**src/rtl/jasg_pkg.sv**
```systemverilog
/*
  Package for the serial programming port security gate: register layout,
  reset values, command encodings and gate states.
  Assumes one synchronous clock domain; the test clock is sampled as data.
*/
`default_nettype none
package jasg_pkg;
  localparam int          JASG_ENABLE_BIT     = 0;
  localparam logic [7:0]  JASG_ENABLE_RESET   = 8'h00;
  localparam logic [7:0]  JASG_BLANK_BYTE     = 8'hFF;
  localparam logic [7:0]  JASG_CFG_BLANK      = 8'h00;
  localparam int          JASG_SYNC_STAGES    = 2;

  typedef enum logic [2:0] {
    JASG_CMD_NOP,
    JASG_CMD_READ,
    JASG_CMD_PROGRAM,
    JASG_CMD_SECT_ERASE,
    JASG_CMD_VERIFY,
    JASG_CMD_CHIP_ERASE,
    JASG_CMD_PORT_ON
  } jasg_cmd_t;

  typedef enum logic [1:0] {
    JASG_ST_OFF,
    JASG_ST_LISTEN,
    JASG_ST_ACTIVE
  } jasg_state_t;

  typedef struct packed {
    logic        tms;
    logic        tck;
    logic        tdi;
  } jasg_pins_t;

  typedef struct packed {
    logic        valid;
    jasg_cmd_t   cmd;
    logic [7:0]  sector;
  } jasg_req_t;
endpackage
`default_nettype wire

```
**src/rtl/jasg_gate.sv**
```systemverilog
/*
  Security gate for the serial programming port: pin dedication, enable
  register, read-out security, sector protection and blank state.
  Assumes a decoded command request from the serial engine and a host
  register write strobe, all on clock.
*/
// Function
// - With security set, every memory read is refused.
// - With security set, only full chip erase is accepted over the port.
// - A full chip erase clears security and leaves the device blank.
// - Each sector has a protect bit that blocks its erasure.
// - In the blank state every memory and logic bit reads as one.
// - In the blank state all configuration bits are zero.
// - Bit 0 of the enable register turns the port on or off.
// - With the nonvolatile dedicate bit, system reset does not stop the port.
// - With register enable only, system reset aborts and blocks the port.
// - Pins are dedicated when dedicate bit, enable bit or product term holds.
// - Any reset clears the enable bit, and software may clear it.
// - Undedicated pins are released for general-purpose use.
// - The data output stays input until the enabling command arrives.
`default_nettype none
module jasg_gate
  import jasg_pkg::*;
#(
  parameter int SECTORS = 12
) (
  // clock and reset
  input  wire logic               clock,
  input  wire logic               rst_b,
  input  wire logic               sys_reset_b,
  // host enable register
  input  wire logic               reg_wr,
  input  wire logic [7:0]         reg_wdata,
  output logic [7:0]              reg_rdata,
  // configuration sources
  input  wire logic               nvm_dedicate,
  input  wire logic               pin_select_product_term,
  input  wire logic               security_nvm,
  input  wire logic [SECTORS-1:0] protect_nvm,
  input  wire logic               blank_nvm,
  // port pins
  input  wire jasg_pins_t         pins_in,
  input  wire logic               tdo_data,
  output logic                    tdo_out,
  output logic                    tdo_oe,
  output logic                    port_dedicated,
  output logic                    gpio_release,
  output jasg_pins_t              pins_sync,
  // command path from the serial engine
  input  wire jasg_req_t          req,
  output logic                    op_grant,
  output logic                    op_blocked,
  output logic                    chip_erase_go,
  output logic                    sect_erase_go,
  output logic [7:0]              sect_erase_idx,
  // array read path
  input  wire logic [7:0]         array_rdata,
  output logic [7:0]              read_data,
  output logic                    secured,
  output logic                    blank,
  output logic [7:0]              cfg_mask
);
  initial begin
    if (SECTORS < 1 || SECTORS > 256) $error("SECTORS out of range");
  end

  jasg_state_t state_ff, nxt_state;
  logic enable_ff, secure_ff, blank_ff, sys_rst_q, loaded_ff;
  logic [SECTORS-1:0] protect_ff;
  logic [7:0]         rdata_ff;
  logic               tdo_ff;
  logic               tdo_oe_ff;

  // reset request crosses inverted so the cleared flops read as idle
  jasg_sync #(.WIDTH(4)) u_sync (
    .clock    (clock),
    .rst_b    (rst_b),
    .async_in ({pins_in, ~sys_reset_b}),
    .sync_out ({pins_sync, sys_rst_q})
  );

  wire sys_rst_act   = sys_rst_q;
  wire reg_only      = enable_ff && !nvm_dedicate && !pin_select_product_term;
  wire dedicate      = nvm_dedicate || enable_ff || pin_select_product_term;
  // dedicate bit keeps port alive in reset
  wire port_killed   = sys_rst_act && !nvm_dedicate && !pin_select_product_term;
  wire port_live     = dedicate && !port_killed;
  wire cmd_valid     = req.valid && (state_ff == JASG_ST_ACTIVE);
  wire is_chip_erase = req.cmd == JASG_CMD_CHIP_ERASE;
  wire is_sect_erase = req.cmd == JASG_CMD_SECT_ERASE;
  wire sect_in_range = {24'h000000, req.sector} < SECTORS;
  // padded so any sector code indexes safely; out of range counts as protected
  wire [255:0] protect_full = 256'(protect_ff);
  wire sect_prot     = !sect_in_range || protect_full[req.sector];
  wire sec_block     = secure_ff && !is_chip_erase && req.cmd != JASG_CMD_NOP;
  wire prot_block    = is_sect_erase && sect_prot;
  wire grant         = cmd_valid && !sec_block && !prot_block && req.cmd != JASG_CMD_NOP;

  always_comb begin
    nxt_state = state_ff;
    unique case (state_ff)
      JASG_ST_OFF:    if (port_live) nxt_state = JASG_ST_LISTEN;
      // drive data out only after enabling command
      JASG_ST_LISTEN: if (!port_live) nxt_state = JASG_ST_OFF;
                      else if (req.valid && req.cmd == JASG_CMD_PORT_ON)
                        nxt_state = JASG_ST_ACTIVE;
      JASG_ST_ACTIVE: if (!port_live) nxt_state = JASG_ST_OFF;
    endcase
  end

  always_ff @(posedge clock) begin
    if (!rst_b) begin
      state_ff <= JASG_ST_OFF;
    end else begin
      state_ff <= nxt_state;
    end
  end

  // reset clears enable; host write loads it from the write data
  // bit 0 is the port switch
  always_ff @(posedge clock) begin
    if (!rst_b || sys_rst_act) begin
      enable_ff <= JASG_ENABLE_RESET[JASG_ENABLE_BIT];
    end else if (reg_wr) begin
      enable_ff <= reg_wdata[JASG_ENABLE_BIT];
    end
  end

  // chip erase clears security and protection
  // blocked commands change nothing
  // nvm image loaded once after release, a strap caught on the clock
  always_ff @(posedge clock) begin
    if (!rst_b) begin
      loaded_ff  <= 1'b0;
      secure_ff  <= 1'b0;
      blank_ff   <= 1'b1;
      protect_ff <= '0;
    end else if (!loaded_ff) begin
      loaded_ff  <= 1'b1;
      secure_ff  <= security_nvm;
      blank_ff   <= blank_nvm;
      protect_ff <= protect_nvm;
    end else if (grant && is_chip_erase) begin
      secure_ff  <= 1'b0;
      blank_ff   <= 1'b1;
      protect_ff <= '0;
    end else if (grant && req.cmd == JASG_CMD_PROGRAM) begin
      blank_ff   <= 1'b0;
    end
  end

  always_ff @(posedge clock) begin
    if (!rst_b) begin
      rdata_ff <= JASG_BLANK_BYTE;
    end else if (secure_ff || blank_ff) begin
      rdata_ff <= JASG_BLANK_BYTE;
    end else begin
      rdata_ff <= array_rdata;
    end
  end

  always_ff @(posedge clock) begin
    if (!rst_b) begin
      tdo_ff    <= 1'b0;
      tdo_oe_ff <= 1'b0;
    end else begin
      tdo_ff    <= tdo_data;
      tdo_oe_ff <= nxt_state == JASG_ST_ACTIVE;
    end
  end

  assign cfg_mask       = blank_ff ? JASG_CFG_BLANK : 8'hFF;
  assign reg_rdata      = {7'h00, enable_ff};
  assign tdo_out        = tdo_ff;
  // pin let go in the same cycle the dedication drops
  assign tdo_oe         = tdo_oe_ff && port_live;
  assign port_dedicated = port_live;
  assign gpio_release   = !dedicate;
  assign op_grant       = grant;
  assign op_blocked     = cmd_valid && !grant && req.cmd != JASG_CMD_NOP;
  assign chip_erase_go  = grant && is_chip_erase;
  assign sect_erase_go  = grant && is_sect_erase;
  assign sect_erase_idx = req.sector;
  assign read_data      = rdata_ff;
  assign secured        = secure_ff;
  assign blank          = blank_ff;

  AST_SEC_ONLY_ERASE: assert property (@(posedge clock) disable iff (!rst_b)
    secure_ff && op_grant |-> is_chip_erase) else $error("secured port granted non-erase");
  AST_SEC_READ: assert property (@(posedge clock) disable iff (!rst_b)
    $past(secure_ff) && secure_ff |-> read_data == 8'hFF) else $error("secured read leaked");
  AST_ERASE_CLR: assert property (@(posedge clock) disable iff (!rst_b)
    loaded_ff && chip_erase_go |=> !secure_ff && blank_ff) else $error("erase left security");
  AST_PROT: assert property (@(posedge clock) disable iff (!rst_b)
    sect_erase_go |-> !sect_prot) else $error("protected sector erased");
  AST_CFG_BLANK: assert property (@(posedge clock) disable iff (!rst_b)
    blank_ff |-> cfg_mask == 8'h00) else $error("blank config not zero");
  AST_EN_WR: assert property (@(posedge clock) disable iff (!rst_b)
    reg_wr && !sys_rst_act |=> enable_ff == $past(reg_wdata[0])) else $error("enable bit wrong");
  AST_NVM_RST: assert property (@(posedge clock) disable iff (!rst_b)
    nvm_dedicate |-> port_dedicated) else $error("reset stopped dedicated port");
  AST_NVM_KEEP: assert property (@(posedge clock) disable iff (!rst_b)
    nvm_dedicate && state_ff == JASG_ST_ACTIVE |=> state_ff == JASG_ST_ACTIVE)
    else $error("dedicated session dropped");
  AST_REG_RST: assert property (@(posedge clock) disable iff (!rst_b)
    reg_only && sys_rst_act |=> !op_grant && !enable_ff) else $error("reset failed to abort");
  AST_GPIO: assert property (@(posedge clock) disable iff (!rst_b)
    gpio_release |-> !tdo_oe) else $error("pin driven while released");
  AST_TDO: assert property (@(posedge clock) disable iff (!rst_b)
    state_ff == JASG_ST_LISTEN && !(req.valid && req.cmd == JASG_CMD_PORT_ON)
      |=> !tdo_oe) else $error("tdo driven before enable");
  AST_BLOCK: assert property (@(posedge clock) disable iff (!rst_b)
    loaded_ff && op_blocked |=> secure_ff == $past(secure_ff) && blank_ff == $past(blank_ff))
    else $error("blocked command changed state");
endmodule
`default_nettype wire

```
**src/rtl/jasg_sync.sv**
```systemverilog
/*
  Two-stage synchroniser bank for the port pins.
  Assumes inputs are asynchronous to clock.
*/
`default_nettype none
module jasg_sync #(
  parameter int WIDTH = 3
) (
  // clock and reset
  input  wire logic             clock,
  input  wire logic             rst_b,
  // data
  input  wire logic [WIDTH-1:0] async_in,
  output var  logic [WIDTH-1:0] sync_out
);
  logic [WIDTH-1:0] meta_ff;

  // first stage feeds only the second stage
  always_ff @(posedge clock) begin
    if (!rst_b) begin
      meta_ff  <= '0;
      sync_out <= '0;
    end else begin
      meta_ff  <= async_in;
      sync_out <= meta_ff;
    end
  end
endmodule
`default_nettype wire

```
**config.mk**
```make
export PLATFORM = sky130hd
export DESIGN_NAME = jasg_gate
export DESIGN_NICKNAME = d
export VERILOG_FILES = /design/src/rtl/jasg_pkg.sv /design/src/rtl/jasg_gate.sv /design/src/rtl/jasg_sync.sv
export SDC_FILE = /design/constraint.sdc
export NUM_CORES = 1
export LEC_CHECK = 0
export BUFFER_PORTS_ARGS = -buffer_cell sky130_fd_sc_hd__buf_2
export CAP_MARGIN = 30
export CORE_MARGIN = 1.5
export CORE_UTILIZATION = 47
export DETAILED_ROUTE_END_ITERATION = 6
export GPL_TIMING_DRIVEN = 0
export PLACE_DENSITY = 0.83
export SLEW_MARGIN = 20
export SYNTH_ARGS = -nofsm -noshare
export SYNTH_HDL_FRONTEND = slang
export SYNTH_SLANG_ARGS = --single-unit
export TNS_END_PERCENT = 30
```
**constraint.sdc**
```tcl
create_clock -name clock -period 5.3 [get_ports clock]
set_clock_uncertainty 0.2 [all_clocks]
set_input_delay 0.795 -clock clock [delete_from_list [all_inputs] [get_ports clock]]
set_output_delay 0.795 -clock clock [all_outputs]
set_load 0.05 [all_outputs]
```
== Word-level counts from Yosys, hierarchy flattened ==
Cells that the tools add are included.

* Flip-flop bits (word level): 36
* Bits of input ports: 52
* Word-level logic and storage cells: 75

* $lt $le $gt $ge: 2
* Equal/unequal tests: 9
* Muxes and demuxes: 16
* Bitwise operators: 2
* Reductions and logical operators: 35

{| class="wikitable"
|+ Operators by type and width
! cell !! count
|-
| 2-to-1 mux 12 bit || 2
|-
| logical AND 1 bit || 17
|-
| zero test 1 bit || 10
|-
| < comparator 8 x 9 -> 1 bit (second input constant) || 1
|-
| binary-select mux 1 bit (select 8 bit) || 1
|-
| < comparator 8 x 4 -> 1 bit (second input constant) || 1
|-
| 2-to-1 mux 2 bit || 4
|-
| 2-to-1 mux 8 bit || 1
|-
| 2-to-1 mux 1 bit || 7
|-
| == test 3 x 2 -> 1 bit (second input constant) || 2
|-
| == test 3 bit (second input constant) || 2
|-
| one-hot mux 2 bit (3 select lines) || 1
|-
| logical OR 1 bit || 5
|-
| == test 2 bit (second input constant) || 2
|-
| inequality test 3 x 2 -> 1 bit (second input constant) || 1
|-
| nonzero test 3 bit || 1
|-
| == test 2 x 1 -> 1 bit (second input constant) || 1
|-
| zero test 2 bit || 1
|-
| inequality test 2 bit (second input constant) || 1
|-
| NOT 1 bit || 2
|-
| OR reduction 2 bit || 1
|}

== Depth between registers and ports, before layout ==
* Depth in word-level cells: 12
* Gate-level depth with buffers: 8
* Depth with buffers taken out: 7

== Modules after synthesis ==
Synthesis repeated with hierarchy kept, for this count alone.

* Cell total of the unflattened synthesis: 183
* Area total of the unflattened synthesis: 1691.6 um2

{| class="wikitable"
|+ By module, submodules not included
! module !! instances !! cells an instance !! area each (um2)
|-
| jasg_gate || 1 || 167 || 1481.4
|-
| jasg_sync || 1 || 16 || 210.2
|}

== Least setup slack after synthesis ==
Ideal clock, no wire load.

* Path type: in2out
* From: input req[0] in the netlist's numbering
* To: output sect_erase_go
* Arrival: 2689 ps
* Path slack: 1616 ps
* Cell stages on the path: 4
* Path buffers: 0
* Path through: mux4_1 o21ai_1 o211ai_2 nor3_1

* Cells in the longest elaborated chain, start to end: 8
* Elaborated cells between the ends (all ways): 10

{| class="wikitable"
|+ RTL lines
! what !! RTL line !! RTL
|-
| start: declaration || jasg_gate.sv:50 || <nowiki>input wire jasg_req_t req,</nowiki>
|-
| binary-select mux 1 bit (select 8 bit) / < comparator 8 x 4 -> 1 bit (equally long branches) || jasg_gate.sv:94, jasg_gate.sv:91 ||
|-
| 2-to-1 mux 1 bit (implied by the code) / zero test 1 bit (equally long branches) || jasg_gate.sv:94 || <nowiki>wire sect_prot = !sect_in_range || protect_full[req.sector];</nowiki>
|-
| logical OR 1 bit (*) || jasg_gate.sv:94 ||
|-
| logical AND 1 bit (*) || jasg_gate.sv:96 || <nowiki>wire prot_block = is_sect_erase && sect_prot;</nowiki>
|-
| zero test 1 bit (*) || jasg_gate.sv:97 || <nowiki>wire grant = cmd_valid && !sec_block && !prot_block && req.cmd != JASG_CMD_NOP;</nowiki>
|-
| logical AND 1 bit (*) (2 in series) || jasg_gate.sv:97 ||
|-
| logical AND 1 bit (*) || jasg_gate.sv:182 || <nowiki>assign sect_erase_go = grant && is_sect_erase;</nowiki>
|-
| end: declaration || jasg_gate.sv:54 || <nowiki>output logic sect_erase_go,</nowiki>
|}

Every way passes the cells marked *; elsewhere a longest branch is shown, timed or not. The select of a mux whose other input is x is not followed.

== Worst setup path in the final report ==
* From: input req[1] in the netlist's numbering
* To: output op_blocked

* Cells in the longest elaborated chain, start to end: 10
* Elaborated cells between the ends (all ways): 12

{| class="wikitable"
|+ RTL lines
! what !! RTL line !! RTL
|-
| binary-select mux 1 bit (select 8 bit) / < comparator 8 x 4 -> 1 bit (equally long branches) || jasg_gate.sv:94, jasg_gate.sv:91 ||
|-
| 2-to-1 mux 1 bit (implied by the code) / zero test 1 bit (equally long branches) || jasg_gate.sv:94 ||
|-
| logical OR 1 bit (*) || jasg_gate.sv:94 ||
|-
| logical AND 1 bit (*) || jasg_gate.sv:96 ||
|-
| zero test 1 bit (*) || jasg_gate.sv:97 ||
|-
| logical AND 1 bit (*) (2 in series) || jasg_gate.sv:97 ||
|-
| zero test 1 bit (*) || jasg_gate.sv:180 || <nowiki>assign op_blocked = cmd_valid && !grant && req.cmd != JASG_CMD_NOP;</nowiki>
|-
| logical AND 1 bit (*) (2 in series) || jasg_gate.sv:180 ||
|-
| end: declaration || jasg_gate.sv:52 || <nowiki>output logic op_blocked,</nowiki>
|}

Marked as above.

==> summary.txt <==
Status
  – Status: complete, no violations

Logic synthesis
  – Yosys top cell area share: 42.5%
  – Synth cell types: 34
  – Syn_area_per_cell: 9.32 um^2
  – #FFs+latches synth: 36
  – Most frequent cells after synthesis: dfxtp_1 (36), buf_4 (23), nand2b_1 (23)
  – Largest cells by area after synthesis: dfxtp_1 (42%), buf_4 (10%), nand2b_1 (8.5%)
  – Ys Warns: 0
  – Top FF cell, synth: dfxtp_1
  – EDFF count, synth: 0
  – FFs w/ async S/R, synth: 0%
  – Sequential fraction of the synthesis area: 42.5%
  – Count leader, synth: dfxtp_1
  – Post-synthesis cell count: 182
  – Cell Area, Synth: 1700 um^2
  – Cell taking the most area after synthesis: dfxtp_1

Final layout
  – Multi-input logic area: 762 um^2
  – Fillers: 296
  – Area Overhead vs Synth: 31.6%
  – Register area: 721 um^2
  – Finished Core Util: 65.9%
  – Share of layout cells above drive strength 1: 42.4%
  – Cell Count, Final, Fillers Out: 322
  – # nets final: 330
  – Antenna diodes: 0

Detailed routing
  – Detailed Route WL: 3430 um
  – WL met2: 1630 um
  – WL met1: 1440 um
  – Highest metal layer with signal wires: met4
  – Met3 routed WL: 280 um
  – Routed via count: 1493
  – DR DRC count: 0
  – Iter 0 DRT Violations: 50
  – Routed len/inst: 10.6 um
  – Initial DRT Pass Iterations: 4
  – Post-DRT Antenna Nets: 0
  – Via density: 4.64

Global routing
  – Pin count of the biggest net entering global routing: 12
  – First-pass GRT wire length: 5640 um
  – Vias in the first global route: 1301
  – GR Util All Layers: 18.1%
  – GRT overflow: 0
  – Antenna violations before repair: 0

Clock network
  – H-tree depth: 2
  – Worst-case clock buffer depth: 2
  – Postcts setup bufs: 0
  – Worst-Skew Late Latency: 0.34 ns
  – CTS Hold Buffers Added: 0
  – CTS tree: done
  – CTS sink count: 36
  – Post-CTS Resized: 0
  – Clk root buf: clkbuf_4
  – CTS buffer count: 5
  – Reg clk slew, reported paths: 0.10 ns

Critical path
  – Critical path type: in -> out
  – Critical path data arrival time: 2.35 ns
  – Cell family with most CP delay: multiplexers
  – Slowest cell delay on critical path: 0.49 ns
  – Crit path required time: 4.30 ns
  – Worst-path cell chain: buf_6, mux2i_1, mux4_2, o211ai_2, nand2_2, a221oi_2, buf_2
  – CP Max Fanout: 5
  – Startpoint types: input port
  – Crit. End Element: output port
  – Bufs and invs on worst path: 2
  – Crit path max-delay cell type: mux4_2

Die
  – FP Rows: 21
  – Die area: 3980 um^2
  – Die X: 63.1 um
  – Initial Util: 50.1%
  – IO Pins: 97
  – Vert. Die Dim: 63.1 um
  – Core Area: 3390 um^2

STA
  – RSZ-0062 raised after global routing: no
  – Final WS setup: 1.96 ns
  – Max Freq: 299 MHz
  – Tcrit/Tclk final: 63.0%
  – Final TNS setup: 0 ns
  – Min Tclk post-route: 3.34 ns
  – Final Hold Vio Count: 0
  – Fin. max-slew vios: 0
  – Setup-failing EPs final: 0

Pwr
  – Power density over cell area: 260 nW/um^2
  – Leakage power figure: 1.09 nW
  – Max VDD drop: 0.130 mV
  – Power, Total: 0.580 mW

Hold path
  – HP Class: reg -> reg

Place
  – Pre-CTS WS: 1.97 ns
  – Gpl congestion: 0.883
  – Port Buf Inserts: 81
  – Inst Count DP: 315
  – Final HPWL DP: 2680 um

Job
  – Max_cap viols: 0
## layout by cell type, fill, tap and decap left out, types with 7 or more instances in the layout
cell type   n
buf_2      81
nand2b_1   23
a21boi_0   12
conb_1      7
nand3_1    15
dfxtp_1    36
buf_4      23
and2_1     10
inv_1       7
nor2_1      7
clkbuf_1    7
## cell families after synthesis
group,synth area share [%]
other,0.221
DFF,42.5
buffers and inverters,13.9
muxes,6.49
AOI/OAI and AO/OA,11.9
and+or+nand+nor,23.5
adders and majority gates,1.47
## path summary, 6_finish.rpt
kind,start,to,slack [ns],cells after the start
worst min-delay path,u_sync.sync_out[0]$_SDFF_PN0_,enable_ff$_SDFFE_PP0P_,0.23,1
worst min register to register,u_sync.sync_out[0]$_SDFF_PN0_,enable_ff$_SDFFE_PP0P_,0.23,1
worst max-delay path,req[1],op_blocked,1.96,7
worst max register to register,state_ff[0]$_SDFF_PN0_,protect_ff[4]$_SDFFE_PN0P_,3.31,8
## metrics by stage
step / hold slack, ns / instance area (um^2)
after floorplan: 0.200 / 1720
after CTS: 0.233 / 2230
final: 0.231 / 2230
after detailed placement: 0.217 / 2180
after global placement: 0.215 / 2180
after global routing: 0.262 / 2230
## worst reg2reg max path: stages, from the launching register on
cell and delay (ns):
dfxtp_1 0.39, inv_1 0.06, ha_1 0.26, nand2_1 0.12, nor2b_1 0.07, nand2_1 0.15, clkbuf_1 0.37, nand3_1 0.12
a21boi_0 0.19
## metal layers
layer  track usage (%)  vias up
met5                 0        -
met4              8.89        0
met3              5.54       10
met2              29.4       66
met1              21.6      651
li1                  -      766
## power by group
group	switching (mW)	internal (mW)
clock network	0.0892	0.0483
registers	0.00642	0.284
logic	0.0965	0.0559
total	0.192	0.388
## cell type report
| type | count | share of cell area [%] |
|---|---|---|
| Tap cell | 46 | 2.58 |
| Clock buffer | 5 | 1.68 |
| Clock inverter | 2 | 0.561 |
| Timing Repair Buffer | 81 | 18.2 |
| Multi-Input combinational cell | 114 | 34.1 |
| Buffer | 31 | 9.42 |
| Sequential cell | 36 | 32.3 |
| Inverter | 7 | 1.18 |
## flip-flops by register name (all words and copies together), names as in the netlist
register and flops:
state_ff 2, secured 1, loaded_ff 1, u_sync.meta_ff 4
blank 1, protect_ff 12, u_sync.sync_out 4, tdo_out 1
enable_ff 1, tdo_oe_ff 1, read_data 8
(Power assumes the default switching activity.)
